`src/design/dbcs_map.svh`:
```
/*
  Constants for the per-bank command state tracker: field
  positions of the command pins, timing counts in ref_clk cycles.
  Assumes a 250 MHz ref_clk (4 ns period); times are in picoseconds.
*/
`ifndef DBCS_MAP_SVH
`define DBCS_MAP_SVH

`define DBCS_CLK_PS        4000
// Timing figures in picoseconds, mode set and burst in cycles (plain defaults, adjustable)
`define DBCS_TRP_PS        15000
`define DBCS_TRCD_PS       15000
`define DBCS_TWR_PS        15000
`define DBCS_TRFC_PS       127500
`define DBCS_TMRD_CYC      2
`define DBCS_BURST_CYC     4
// Least times round up to whole cycles
`define DBCS_CYC(ps)       (((ps) + `DBCS_CLK_PS - 1) / `DBCS_CLK_PS)
`define DBCS_A10_BIT       10
`define DBCS_CNT_W         8

`endif

```
`src/design/dbcs_pkg.sv`:
```
/*
  Types for the per-bank command state tracker.
  Assumes dbcs_map.svh sits on the include path.
*/
`default_nettype none
package dbcs_pkg;
  // Decoded command on the pins
  typedef enum logic [2:0] {
    DBCS_CMD_NOP, DBCS_CMD_READ, DBCS_CMD_WRITE, DBCS_CMD_ACT,
    DBCS_CMD_PRE, DBCS_CMD_REF, DBCS_CMD_MRS
  } dbcs_cmd_t;

  // Per-bank state
  typedef enum logic [2:0] {
    DBCS_IDLE, DBCS_ACTIVATING, DBCS_ACTIVE, DBCS_READ_AP, DBCS_WRITE_AP,
    DBCS_WREC, DBCS_WREC_AP, DBCS_PRECHARGING
  } dbcs_bank_st_t;

  // Device-wide state
  typedef enum logic [1:0] {
    DBCS_DEV_NORMAL, DBCS_DEV_REFRESH, DBCS_DEV_MRS
  } dbcs_dev_st_t;

  // Command pins as sampled
  typedef struct packed {
    logic        cs_n;
    logic        ras_n;
    logic        cas_n;
    logic        we_n;
    logic [2:0]  ba;
    logic [13:0] addr;
  } dbcs_pins_t;
endpackage : dbcs_pkg
`default_nettype wire

```
`src/design/dbcs_bank_track.sv`:
```
/*
  Per-bank command legality and state tracker of the memory side.
  Decodes each registered command, moves each bank through its states,
  flags commands that are illegal for the addressed bank.
  Assumes the command pins come from outside and are synchronised here.
  Assumes every timing window of the map header is a least time, so the
  tracker rounds each one up to whole ref_clk cycles.
  An illegal command changes no bank or device state and freezes every
  running window for that cycle; a real part's answer is undefined, and
  holding still keeps the tracker repeatable.
  Burst interrupts are not judged here: the controller keeps those rules,
  and a read or write to an active bank is always taken; in write recovery only a write is.
*/
`timescale 1ns/1ns
`default_nettype none
`include "dbcs_map.svh"

module dbcs_bank_track #(
  parameter int NBANK = 8
) (
  input  wire logic                ref_clk,
  input  wire logic                srst,
  input  wire dbcs_pkg::dbcs_pins_t pins,
  output var  logic [NBANK-1:0]    bank_open,
  output var  logic [NBANK-1:0]    bank_busy,
  output var  logic                all_idle,
  output var  logic                illegal_cmd,
  output var  logic                cmd_accepted
);
  import dbcs_pkg::*;

  //--------------------------------------------------------------------
  // Timing counts
  //--------------------------------------------------------------------
  // Every window is held in ref_clk cycles, rounded up so that a bank is
  // never released early; the cost is up to one spare cycle per window.
  // Write recovery is added to the burst, since recovery only starts once
  // the last data beat has gone in.
  // The counters are eight bits wide, which covers the longest window.
  localparam logic [`DBCS_CNT_W-1:0] TRP_C  = `DBCS_CNT_W'(`DBCS_CYC(`DBCS_TRP_PS));
  localparam logic [`DBCS_CNT_W-1:0] TRCD_C = `DBCS_CNT_W'(`DBCS_CYC(`DBCS_TRCD_PS));
  localparam logic [`DBCS_CNT_W-1:0] TWR_C  = `DBCS_CNT_W'(`DBCS_CYC(`DBCS_TWR_PS));
  localparam logic [`DBCS_CNT_W-1:0] TRFC_C = `DBCS_CNT_W'(`DBCS_CYC(`DBCS_TRFC_PS));
  localparam logic [`DBCS_CNT_W-1:0] TMRD_C = `DBCS_CNT_W'(`DBCS_TMRD_CYC);
  localparam logic [`DBCS_CNT_W-1:0] BURST_C = `DBCS_CNT_W'(`DBCS_BURST_CYC);

  //--------------------------------------------------------------------
  // State
  //--------------------------------------------------------------------
  // Everything the tracker remembers sits in one record: the two pin
  // stages, per-bank state and timer, the device-wide state and timer,
  // and the registered copies of every output.
  typedef struct packed {
    dbcs_pins_t                          p1;
    dbcs_pins_t                          p2;
    dbcs_bank_st_t [NBANK-1:0]           st;
    logic [NBANK-1:0][`DBCS_CNT_W-1:0]   cnt;
    dbcs_dev_st_t                        dev;
    logic [`DBCS_CNT_W-1:0]              dcnt;
    logic [NBANK-1:0]                    open;
    logic [NBANK-1:0]                    busy;
    logic                                idle;
    logic                                ill;
    logic                                acc;
  } dbcs_state_t;

  dbcs_state_t      state_ff;
  dbcs_state_t      nxt_state;
  dbcs_cmd_t        cmd;
  logic [2:0]       cba;
  logic             c_a10;
  logic [NBANK-1:0] sel_bank; // One-hot bank address of the command
  logic [NBANK-1:0] hit_bank; // Banks that a banked command lands on

  //--------------------------------------------------------------------
  // Command decode
  //--------------------------------------------------------------------
  // Chip-select high wins over every other line. The one strobe pattern
  // that no command uses (write enable alone) decodes as no operation,
  // so it can neither move a bank nor raise a refusal.
  always_comb begin
    cba   = state_ff.p2.ba;
    c_a10 = state_ff.p2.addr[`DBCS_A10_BIT];
    if (state_ff.p2.cs_n) begin
      cmd = DBCS_CMD_NOP;
    end else begin
      case ({state_ff.p2.ras_n, state_ff.p2.cas_n, state_ff.p2.we_n})
        3'h7:    cmd = DBCS_CMD_NOP;
        3'h5:    cmd = DBCS_CMD_READ;
        3'h4:    cmd = DBCS_CMD_WRITE;
        3'h3:    cmd = DBCS_CMD_ACT;
        3'h2:    cmd = DBCS_CMD_PRE;
        3'h1:    cmd = DBCS_CMD_REF;
        3'h0:    cmd = DBCS_CMD_MRS;
        default: cmd = DBCS_CMD_NOP;
      endcase
    end
  end

  //--------------------------------------------------------------------
  // Bank addressing
  //--------------------------------------------------------------------
  // One compare per bank. Precharge with the all-banks bit widens the hit
  // to every bank; other commands ignore that bit here, since for reads
  // and writes it selects auto-precharge instead.
  for (genvar g = 0; g < NBANK; g++) begin : g_bank_hit
    assign sel_bank[g] = (cba == 3'(g));
    assign hit_bank[g] = sel_bank[g] || ((cmd == DBCS_CMD_PRE) && c_a10);
  end

  //--------------------------------------------------------------------
  // Next state
  //--------------------------------------------------------------------
  // An illegal command leaves all bank and device state untouched; the response of a real
  // part is undefined, so holding still keeps the model predictable.
  always_comb begin
    logic any_ill;
    logic all_i;
    logic hit;
    any_ill = 1'b0;
    all_i   = (state_ff.dev == DBCS_DEV_NORMAL);
    hit     = 1'b0;
    // Start from the current record and shift the pin stages; every
    // branch below only changes what the command or a timer moves
    nxt_state = state_ff;
    nxt_state.p1 = pins;
    nxt_state.p2 = state_ff.p1;
    // Refresh and mode set look at the banks as they stand before this
    // edge, so a bank closing in this very cycle still counts as busy
    for (int b = 0; b < NBANK; b++) begin
      if (state_ff.st[b] != DBCS_IDLE) all_i = 1'b0;
    end

    // Device-wide busy periods block every command but nop. No bank can
    // leave idle meanwhile, so the bank case is skipped.
    if (state_ff.dev != DBCS_DEV_NORMAL) begin
      if (cmd != DBCS_CMD_NOP) any_ill = 1'b1;
    end else begin
      for (int b = 0; b < NBANK; b++) begin
        // Only the addressed bank judges a banked command
        hit = hit_bank[b];
        case (state_ff.st[b])
          // Idle: a column command finds no open row; activate starts the
          // row timer, and a precharge here is legal and changes nothing
          DBCS_IDLE: begin
            if (hit && (cmd == DBCS_CMD_READ || cmd == DBCS_CMD_WRITE)) any_ill = 1'b1;
            if ((3'(b) == cba) && cmd == DBCS_CMD_ACT) begin
              nxt_state.st[b]  = DBCS_ACTIVATING;
              nxt_state.cnt[b] = TRCD_C;
            end
          end
          // Open row: column commands start bursts, auto-precharge picks the
          // closing path; a second activate would clobber the open row
          DBCS_ACTIVE: begin
            if ((3'(b) == cba) && cmd == DBCS_CMD_ACT) any_ill = 1'b1;
            if (hit && cmd == DBCS_CMD_PRE) begin
              nxt_state.st[b]  = DBCS_PRECHARGING;
              nxt_state.cnt[b] = TRP_C;
            end else if ((3'(b) == cba) && cmd == DBCS_CMD_READ) begin
              nxt_state.st[b]  = c_a10 ? DBCS_READ_AP : DBCS_ACTIVE;
              nxt_state.cnt[b] = BURST_C;
            end else if ((3'(b) == cba) && cmd == DBCS_CMD_WRITE) begin
              nxt_state.st[b]  = c_a10 ? DBCS_WRITE_AP : DBCS_WREC;
              nxt_state.cnt[b] = BURST_C + TWR_C;
            end
          end
          // Auto-precharge burst: the bank stays locked until the burst and
          // the close that follows it have run
          DBCS_READ_AP, DBCS_WRITE_AP: begin
            if (hit && cmd != DBCS_CMD_NOP) any_ill = 1'b1;
            else if (state_ff.cnt[b] <= `DBCS_CNT_W'(1)) begin
              nxt_state.st[b]  = (state_ff.st[b] == DBCS_READ_AP) ? DBCS_PRECHARGING : DBCS_WREC_AP;
              nxt_state.cnt[b] = (state_ff.st[b] == DBCS_READ_AP) ? TRP_C : TWR_C;
            end else begin
              nxt_state.cnt[b] = state_ff.cnt[b] - `DBCS_CNT_W'(1);
            end
          end
          // Precharging: a repeated precharge is a no operation and does not
          // restart the window, so a controller may repeat it safely
          DBCS_PRECHARGING: begin
            if (hit && cmd != DBCS_CMD_NOP && cmd != DBCS_CMD_PRE) any_ill = 1'b1;
            else if (state_ff.cnt[b] <= `DBCS_CNT_W'(1)) nxt_state.st[b] = DBCS_IDLE;
            else nxt_state.cnt[b] = state_ff.cnt[b] - `DBCS_CNT_W'(1);
          end
          // Row activating: nothing but deselect or no operation until the
          // row is open
          DBCS_ACTIVATING: begin
            if (hit && cmd != DBCS_CMD_NOP) any_ill = 1'b1;
            else if (state_ff.cnt[b] <= `DBCS_CNT_W'(1)) nxt_state.st[b] = DBCS_ACTIVE;
            else nxt_state.cnt[b] = state_ff.cnt[b] - `DBCS_CNT_W'(1);
          end
          // Write recovery: a new write restarts the burst and its recovery;
          // anything else to the bank has to wait for recovery to end
          DBCS_WREC: begin
            if ((3'(b) == cba) && cmd == DBCS_CMD_WRITE) begin
              nxt_state.st[b]  = c_a10 ? DBCS_WRITE_AP : DBCS_WREC;
              nxt_state.cnt[b] = BURST_C + TWR_C;
            end else if (hit && cmd != DBCS_CMD_NOP) any_ill = 1'b1;
            else if (state_ff.cnt[b] <= `DBCS_CNT_W'(1)) nxt_state.st[b] = DBCS_ACTIVE;
            else nxt_state.cnt[b] = state_ff.cnt[b] - `DBCS_CNT_W'(1);
          end
          // Write recovery before auto-precharge: the bank closes by itself
          // and takes no command at all until its precharge window starts
          DBCS_WREC_AP: begin
            if (hit && cmd != DBCS_CMD_NOP) any_ill = 1'b1;
            else if (state_ff.cnt[b] <= `DBCS_CNT_W'(1)) begin
              nxt_state.st[b]  = DBCS_PRECHARGING;
              nxt_state.cnt[b] = TRP_C;
            end else nxt_state.cnt[b] = state_ff.cnt[b] - `DBCS_CNT_W'(1);
          end
          // Unknown state value (all eight codes are named): fall back to idle rather than lock the bank
          // for good
          default: nxt_state.st[b] = DBCS_IDLE;
        endcase
      end
      // Refresh and mode set need every bank idle; self-refresh entry rides
      // on the same command, so it is covered as well
      if (cmd == DBCS_CMD_REF || cmd == DBCS_CMD_MRS) begin
        if (!all_i) any_ill = 1'b1;
      end
    end

    // Device-wide counters: refresh and mode access occupy the whole part,
    // so one counter serves them both
    case (state_ff.dev)
      // Only a legal refresh or mode set starts a device window
      DBCS_DEV_NORMAL: begin
        if (!any_ill && cmd == DBCS_CMD_REF) begin
          nxt_state.dev  = DBCS_DEV_REFRESH;
          nxt_state.dcnt = TRFC_C;
        end else if (!any_ill && cmd == DBCS_CMD_MRS) begin
          nxt_state.dev  = DBCS_DEV_MRS;
          nxt_state.dcnt = TMRD_C;
        end
      end
      // Both windows end the same way: back to normal when the count is out
      DBCS_DEV_REFRESH, DBCS_DEV_MRS: begin
        if (state_ff.dcnt <= `DBCS_CNT_W'(1)) nxt_state.dev = DBCS_DEV_NORMAL;
        else nxt_state.dcnt = state_ff.dcnt - `DBCS_CNT_W'(1);
      end
      default: nxt_state.dev = DBCS_DEV_NORMAL;
    endcase

    // Illegal command: keep bank and device state as they were; the pulse
    // flags still update below, so the far side sees the refusal
    if (any_ill) begin
      nxt_state.st   = state_ff.st;
      nxt_state.cnt  = state_ff.cnt;
      nxt_state.dev  = state_ff.dev;
      nxt_state.dcnt = state_ff.dcnt;
    end
    // One-cycle pulses: exactly one of them for every command but a no-op
    nxt_state.ill = any_ill;
    nxt_state.acc = !any_ill && (cmd != DBCS_CMD_NOP);
    // Open and busy are exclusive; write recovery counts as open because
    // the row still takes a new write
    for (int b = 0; b < NBANK; b++) begin
      nxt_state.open[b] = (nxt_state.st[b] == DBCS_ACTIVE) || (nxt_state.st[b] == DBCS_WREC);
      nxt_state.busy[b] = (nxt_state.st[b] != DBCS_IDLE) && !nxt_state.open[b];
    end
    nxt_state.idle = (nxt_state.dev == DBCS_DEV_NORMAL) && (nxt_state.st == '0);
  end

  //--------------------------------------------------------------------
  // Registers
  //--------------------------------------------------------------------
  // Pins arrive from outside, so p1/p2 form the two-stage synchroniser.
  // Reset loads both stages with deselect, so no stale command is decoded
  // in the first two cycles after release.
  always_ff @(posedge ref_clk) begin
    if (srst) begin
      state_ff      <= '0;
      state_ff.p1   <= '1;
      state_ff.p2   <= '1;
      state_ff.idle <= 1'b1;
    end else begin
      state_ff <= nxt_state;
    end
  end

  //--------------------------------------------------------------------
  // Outputs
  //--------------------------------------------------------------------
  // Straight from the state register, so the far side sees no decode glitch
  assign bank_open    = state_ff.open;
  assign bank_busy    = state_ff.busy;
  assign all_idle     = state_ff.idle;
  assign illegal_cmd  = state_ff.ill;
  assign cmd_accepted = state_ff.acc;
endmodule // dbcs_bank_track
`default_nettype wire

```
`config.mk`:
```
export PLATFORM = sky130hd
export DESIGN_NAME = dbcs_bank_track
export DESIGN_NICKNAME = d
export VERILOG_FILES = /design/src/design/dbcs_pkg.sv /design/src/design/dbcs_bank_track.sv
export VERILOG_INCLUDE_DIRS = /design/src /design/src/design
export SDC_FILE = /design/constraint.sdc
export NUM_CORES = 1
export LEC_CHECK = 0
export BUFFER_PORTS_ARGS = -buffer_cell sky130_fd_sc_hd__buf_2
export CORE_UTILIZATION = 48
export DETAILED_ROUTE_END_ITERATION = 6
export SYNTH_ARGS = -nofsm -noshare
export SYNTH_HDL_FRONTEND = slang
export SYNTH_SLANG_ARGS = --single-unit
```
`constraint.sdc`:
```
create_clock -name ref_clk -period 10.3 [get_ports ref_clk]
set_clock_uncertainty 0.05 [all_clocks]
set_input_delay 1.545 -clock ref_clk [delete_from_list [all_inputs] [get_ports ref_clk]]
set_output_delay 1.545 -clock ref_clk [all_outputs]
set_load 0.01 [all_outputs]
```
## Word level (Yosys, flattened, before mapping)

Cells that the tools add are included.

| storage, ports and cells | value |
|---|---|
| register bits | 153 |
| latch bits | 0 |
| bits in writable memories | 0 |
| bits in read-only memories | 0 |
| input port bits | 23 |
| output and inout port bits | 19 |
| word-level logic and storage cells | 635 |
| memories | 0 |

| operators by class | value |
|---|---|
| add/subtract/negate cells | 9 |
| multipliers | 0 |
| divide/modulo/power cells | 0 |
| order comparisons | 9 |
| eq/ne operators | 134 |
| shift-type cells | 0 |
| multiplexer cells | 284 |
| bitwise gates (word level) | 2 |
| reduce and logical (&&, ||, !) cells | 162 |

Operators by type and width:

| kind | number |
|---|---|
| 8-bit 2-to-1 mux | 81 |
| 8-bit one-hot mux with 6 select lines | 8 |
| 3-bit 2-to-1 mux | 105 |
| 3-bit one-hot mux with 7 select lines | 8 |
| 3-bit == test, second input constant | 49 |
| 98-bit 2-to-1 mux | 1 |
| 3-bit by 2-bit == test with 1-bit output, second input constant | 30 |
| 88-bit 2-to-1 mux | 1 |
| 8-bit by 1-bit <= comparator with 1-bit output, second input constant | 9 |
| 8-bit by 1-bit subtractor with 8-bit output, second input constant | 9 |
| 1-bit logical AND | 69 |
| 1-bit 2-to-1 mux | 66 |
| 3-bit nonzero test | 17 |
| 2-bit inequality test, second input constant | 25 |
| 6-bit AND reduction | 8 |
| 1-bit one-hot mux with 5 select lines | 8 |
| 3-bit by 1-bit == test with 1-bit output, second input constant | 11 |
| 4-bit inequality test, second input constant | 8 |
| 4-bit OR reduction | 8 |
| 3-bit zero test | 10 |
| 24-bit zero test | 1 |
| 3-bit OR reduction | 8 |
| 10-bit 2-to-1 mux | 2 |
| 1-bit logical OR | 18 |
| 17 further kinds | 40 |

## Depth between registers and ports, before layout

| logic depth | value |
|---|---|
| word-level depth | 48 |
| gate-level depth with buffers | 15 |
| mapped depth without buffers | 12 |

## Worst setup path before layout

Ideal clock, no wire load.

| timing path | value |
|---|---|
| path kind | register to register |
| start | register state_ff[27] (netlist bit) |
| end | register state_ff, in the netlist bank_busy[4] |
| setup time | 116 ps |
| arrival | 3246 ps |
| data required time | 10134 ps |
| path slack | 6888 ps |
| stages on the path, launching flop included | 13 |
| buffers on the path | 1 |
| period minus slack after synthesis | 3412 ps |
| cells stage by stage | dfxtp_1 -> inv_1 -> ha_1 -> nor4b_1 -> nand4_1 -> nor3_2 -> o2111ai_1 -> or4_1 -> buf_2 -> nor3_2 -> mux2_2 -> or3_1 -> and3b_1 |

| on the way | value |
|---|---|
| longest elaborated chain between the ends | 17 |
| elaborated cells on any way between the ends | 21 |
| classes of those cells | eq/ne: 2; mux: 13; reduce/logical: 6 |

Ends and longest elaborated chain:

| element | RTL line | RTL |
|---|---|---|
| from (decl) | dbcs_bank_track.sv:67 | `dbcs_state_t state_ff;` |
| from (signal assigned) | dbcs_bank_track.sv:277 | `state_ff <= nxt_state;` |
| 2-bit zero test | dbcs_bank_track.sv:121 | `all_i = (state_ff.dev == DBCS_DEV_NORMAL);` |
| 1-bit 2-to-1 mux (8 in a row) | dbcs_bank_track.sv:131 | `if (state_ff.st[b] != DBCS_IDLE) all_i = 1'b0;` |
| 1-bit 2-to-1 mux | dbcs_bank_track.sv:219 | `if (!all_i) any_ill = 1'b1;` |
| 1-bit 2-to-1 mux | dbcs_bank_track.sv:218 | `if (cmd == DBCS_CMD_REF \|\| cmd == DBCS_CMD_MRS) begin` |
| 1-bit 2-to-1 mux | dbcs_bank_track.sv:136 | `if (state_ff.dev != DBCS_DEV_NORMAL) begin` |
| 98-bit 2-to-1 mux * | dbcs_bank_track.sv:246 | `if (any_ill) begin` |
| 3-bit by 2-bit == test with 1-bit output or 3-bit == test (tied branches) | dbcs_bank_track.sv:258 | `nxt_state.open[b] = (nxt_state.st[b] == DBCS_ACTIVE) \|\| (nxt_state.st[b] == DBCS_WREC);` |
| 1-bit logical OR | dbcs_bank_track.sv:258 |  |
| 1-bit zero test | dbcs_bank_track.sv:259 | `nxt_state.busy[b] = (nxt_state.st[b] != DBCS_IDLE) && !nxt_state.open[b];` |
| 1-bit logical AND * | dbcs_bank_track.sv:259 |  |

Mark *: on every way between the ends. The rest lies on a longest branch, timed or not.
A chain may end at the register's enable or synchronous reset.

## Worst setup path in the final report

| timing path | value |
|---|---|
| start | register state_ff[135] (netlist bit) |
| end | register state_ff, in the netlist bank_busy[4] |

| on the way | value |
|---|---|
| longest elaborated chain between the ends | 43 |
| elaborated cells on any way between the ends | 143 |
| classes of those cells | eq/ne: 14; mux: 70; reduce/logical: 59 |

Ends and longest elaborated chain:

| element | RTL line | RTL |
|---|---|---|
| 3-bit by 1-bit == test with 1-bit output, or another cell as far along | dbcs_bank_track.sv:87 | `case ({state_ff.p2.ras_n, state_ff.p2.cas_n, state_ff.p2.we_n})` |
| 3-bit one-hot mux with 6 select lines * | dbcs_bank_track.sv:87 |  |
| 3-bit 2-to-1 mux * | dbcs_bank_track.sv:84 | `if (state_ff.p2.cs_n) begin` |
| 3-bit == test | dbcs_bank_track.sv:108, dbcs_bank_track.sv:156 |  |
| 1-bit logical AND | dbcs_bank_track.sv:108 | `assign hit_bank[g] = sel_bank[g] \|\| ((cmd == DBCS_CMD_PRE) && c_a10);` |
| 1-bit logical OR | dbcs_bank_track.sv:108 |  |
| 1-bit logical AND | n/a |  |
| 1-bit 2-to-1 mux or 1-bit logical AND (tied branches) | n/a |  |
| [27 not listed] | n/a |  |
| 1-bit 2-to-1 mux | dbcs_bank_track.sv:219 |  |
| 1-bit 2-to-1 mux | dbcs_bank_track.sv:218 |  |
| 1-bit 2-to-1 mux | dbcs_bank_track.sv:136 |  |
| 98-bit 2-to-1 mux * | dbcs_bank_track.sv:246 |  |
| 3-bit by 2-bit == test with 1-bit output or 3-bit == test (tied branches) | dbcs_bank_track.sv:258 |  |
| 1-bit logical OR | dbcs_bank_track.sv:258 |  |
| 1-bit zero test | dbcs_bank_track.sv:259 |  |
| 1-bit logical AND * | dbcs_bank_track.sv:259 |  |

Mark *: on every way between the ends. The rest lies on a longest branch, timed or not. The select of a mux whose other input is x is not followed.

==> metrics.txt <==
status=complete, no violations; Die Area=roughly 23000 µm²; Initial Util=49.7%; DP Area=11000 µm²; CTS HTree Levels=4; Post-CTS Setup Inserts=0; I/O Pins=42; min Tclk post-route=5.78 ns; register area share after synthesis=24.3%; Clock Latency Late Sink=0.44 ns; CP max FO=21; main flop type after synthesis=dfxtp_1; gr usage total=30.3%; layout cell share with drive strength beyond 1=9.71%; Max Buffers Root-to-Sink=2; Synth Cell Area=11000 µm²; RSZ-0062 raised after global routing=false; HPWL after DPL=24400 µm; largest area contributor in the netlist=dfxtp_1; EDFF count, synth=0; number of global-route vias before repair=10800; Syn Nets=~1600; Post-Layout Cell Count=about 1800; ys async rst share=0%; Setup violations, final=0; port bufs=28; detailed-router iteration count before antenna repair=7; max-slew violations=0; Syn Area/Cell=between 7 and 8 µm²; final net count=about 1500; critical path launch point type=flop; Worst VDD drop=between 0.1 and 0.15 mV; ant diodes=0; largest cells by area after synthesis=dfxtp_1 24%, a21oi_1 7.0%, o21ai_0 5.6%; Sequential cell area=2660 µm²; Fin Hold WS=about 0.36 ns; Fin. Hold Viols=0; clock transition at the registers of the reported paths=0.06 ns; crit path kind=reg2reg; DRC Markers=0; Post-CTS Hold Buffers=0; largest net degree at the start of global routing=between 70 and 80; core area=around 22000 µm²; Worst-Margin Slew=about 1.1 ns; Max-Cap Viols=0; CP bufs+invs=1; CTS Sinks=133; Die H=between 150 and 200 µm; area grow syn2layout=6.09%; Worst Hold Class=reg2reg; Post-Synthesis Cells=~1500; Die Wd=roughly 150 µm; WL/cell=approximately 20 µm; initial antenna violation count=0; gp weighted congestion=approximately 0.96; fillcell total=2201; Lkg Pwr=slightly above 4 nW; row cnt=54; first-pass GRT wire length=between 50000 and 60000 µm; design area=11600 µm²; TritonCTS clock tree=done; Worst Path Arrival=6.06 ns; crit path capture type=flop; area of the multi-input gates=roughly 7500 µm²; Inst Count DP=approximately 1700; TritonCTS Buffers=17; Total Wirelength=approximately 36000 µm; max incr delay on CP=0.91 ns; PwrDens=248 nW/µm²; most common cell after layout, fill and taps aside=nor2_1; Vias/cell=6.77; Ys Warns=0; most frequent cells in the layout=155 x nor2_1, 153 x a21oi_1, 133 x dfxtp_1; period utilization=56.1%; CP max-delay cell=or4_1; CP top delay family=simple AND/OR/NAND/NOR gates; post-route setup TNS=0 ns; Max Clk Rate=around 170 MHz; #FFs+latches synth=approximately 130; required time of the critical path=10.58 ns; routed vias=about 12000; count of cell types in the netlist=97; Initial DRC Count=1400; cts repair resizes=0; Total Power Consumption=2.89 mW; total gr overflow=0; Detail Route Antenna Nets=0; relative slew slack=around 28%; clk root buf=clkbuf_16; top cell type's share of synthesized area=24.3%; worst-path cell chain=a21o_1 > a21oi_1 > nand3_1 > o2111ai_1 > or4_1 > nor3_4 > buf_4 > mux2_2 > or3_1 > and3b_1
routing by layer:
layer	share of wire, %	GRT usage, %
met4	4.2	14.8
met1	43	40.3
met2	43	45.3
met3	9.4	7.63
met5	0	0
worst reg2reg max path: stages, from the launching register on:
cell and delay [ns]:
dfxtp_1 0.85, a21o_1 0.72, a21oi_1 0.34, nand3_1 0.34
o2111ai_1 0.28, or4_1 0.91, nor3_4 0.87, buf_4 0.36
mux2_2 0.38, or3_1 0.39, and3b_1 0.18
final timing paths:
| kind | startpoint | to | slack [ns] | cells after the start |
|---|---|---|---|---|
| worst max-delay path | state_ff[135] | bank_busy[4] | 4.52 | 10 |
| worst min-delay path | nxt_state[133] | cba[2] | 0.36 | 1 |
| worst max register to register | state_ff[135] | bank_busy[4] | 4.52 | 10 |
| worst min register to register | nxt_state[133] | cba[2] | 0.36 | 1 |
metrics by stage:
step | setup slack, ns | util [%]
finish | 4.52 | 52.7
global route | 4.48 | 52.7
CTS | 4.74 | 52.7
detailed placement | 4.81 | 49.9
global placement | 4.78 | 49.9
floorplan | 6.89 | -
synth_stat cells (all sizes together), types with 6 or more instances:
cell,number
a2111oi,7
a211oi,32
a21boi,6
a21o,12
a21oi,155
a221oi,12
a22oi,13
a31oi,33
a32oi,7
and2,8
and3,7
and3b,9
buf,50
clkbuf,85
dfxtp,133
ha,28
inv,51
nand2,111
nand2b,16
nand3,49
nand3b,6
nand4,28
nor2,157
nor2b,24
nor3,63
nor3b,11
nor4,32
nor4b,6
o2111ai,8
o211ai,19
o21ai,127
o21bai,8
o22ai,18
o2bb2ai,7
o31ai,11
o32ai,9
or2,26
or3,22
or3b,12
or4,10
xor2,8
state kept, by name, summed over array words and instances (netlist names):
name          cells
bank_busy         8
all_idle          1
nxt_state         8
bank_open         8
c_a10             1
state_ff        102
illegal_cmd       1
cmd_accepted      1
cba               3
logic make-up (layout without fill, tap and decap cells):
logic type / count (synthesis) / in the layout / synth area share [%]
simple gates: 615 / 615 / 30.4
compound gates: 551 / 551 / 32.8
buf+inv: 187 / 135 / 7.55
flops: 133 / 133 / 24.3
fa+ha+maj: 29 / 29 / 3.28
xor+xnor: 12 / 12 / 0.957
mux: 8 / 8 / 0.764
layout make-up:
type	count	share of cell area, %
sequential	133	22.9
clock inverter	10	1.26
timing repair buffer	51	2.71
clock buffer	22	4.07
tap	280	3.01
inverter	52	1.68
multi-input combinational	1215	64.4
power breakdown:
part           internal [mW]  switching [mW]
Combinational          0.570           0.907
Clock                  0.402           0.251
Sequential             0.596           0.162
(Power assumes the default switching activity.)
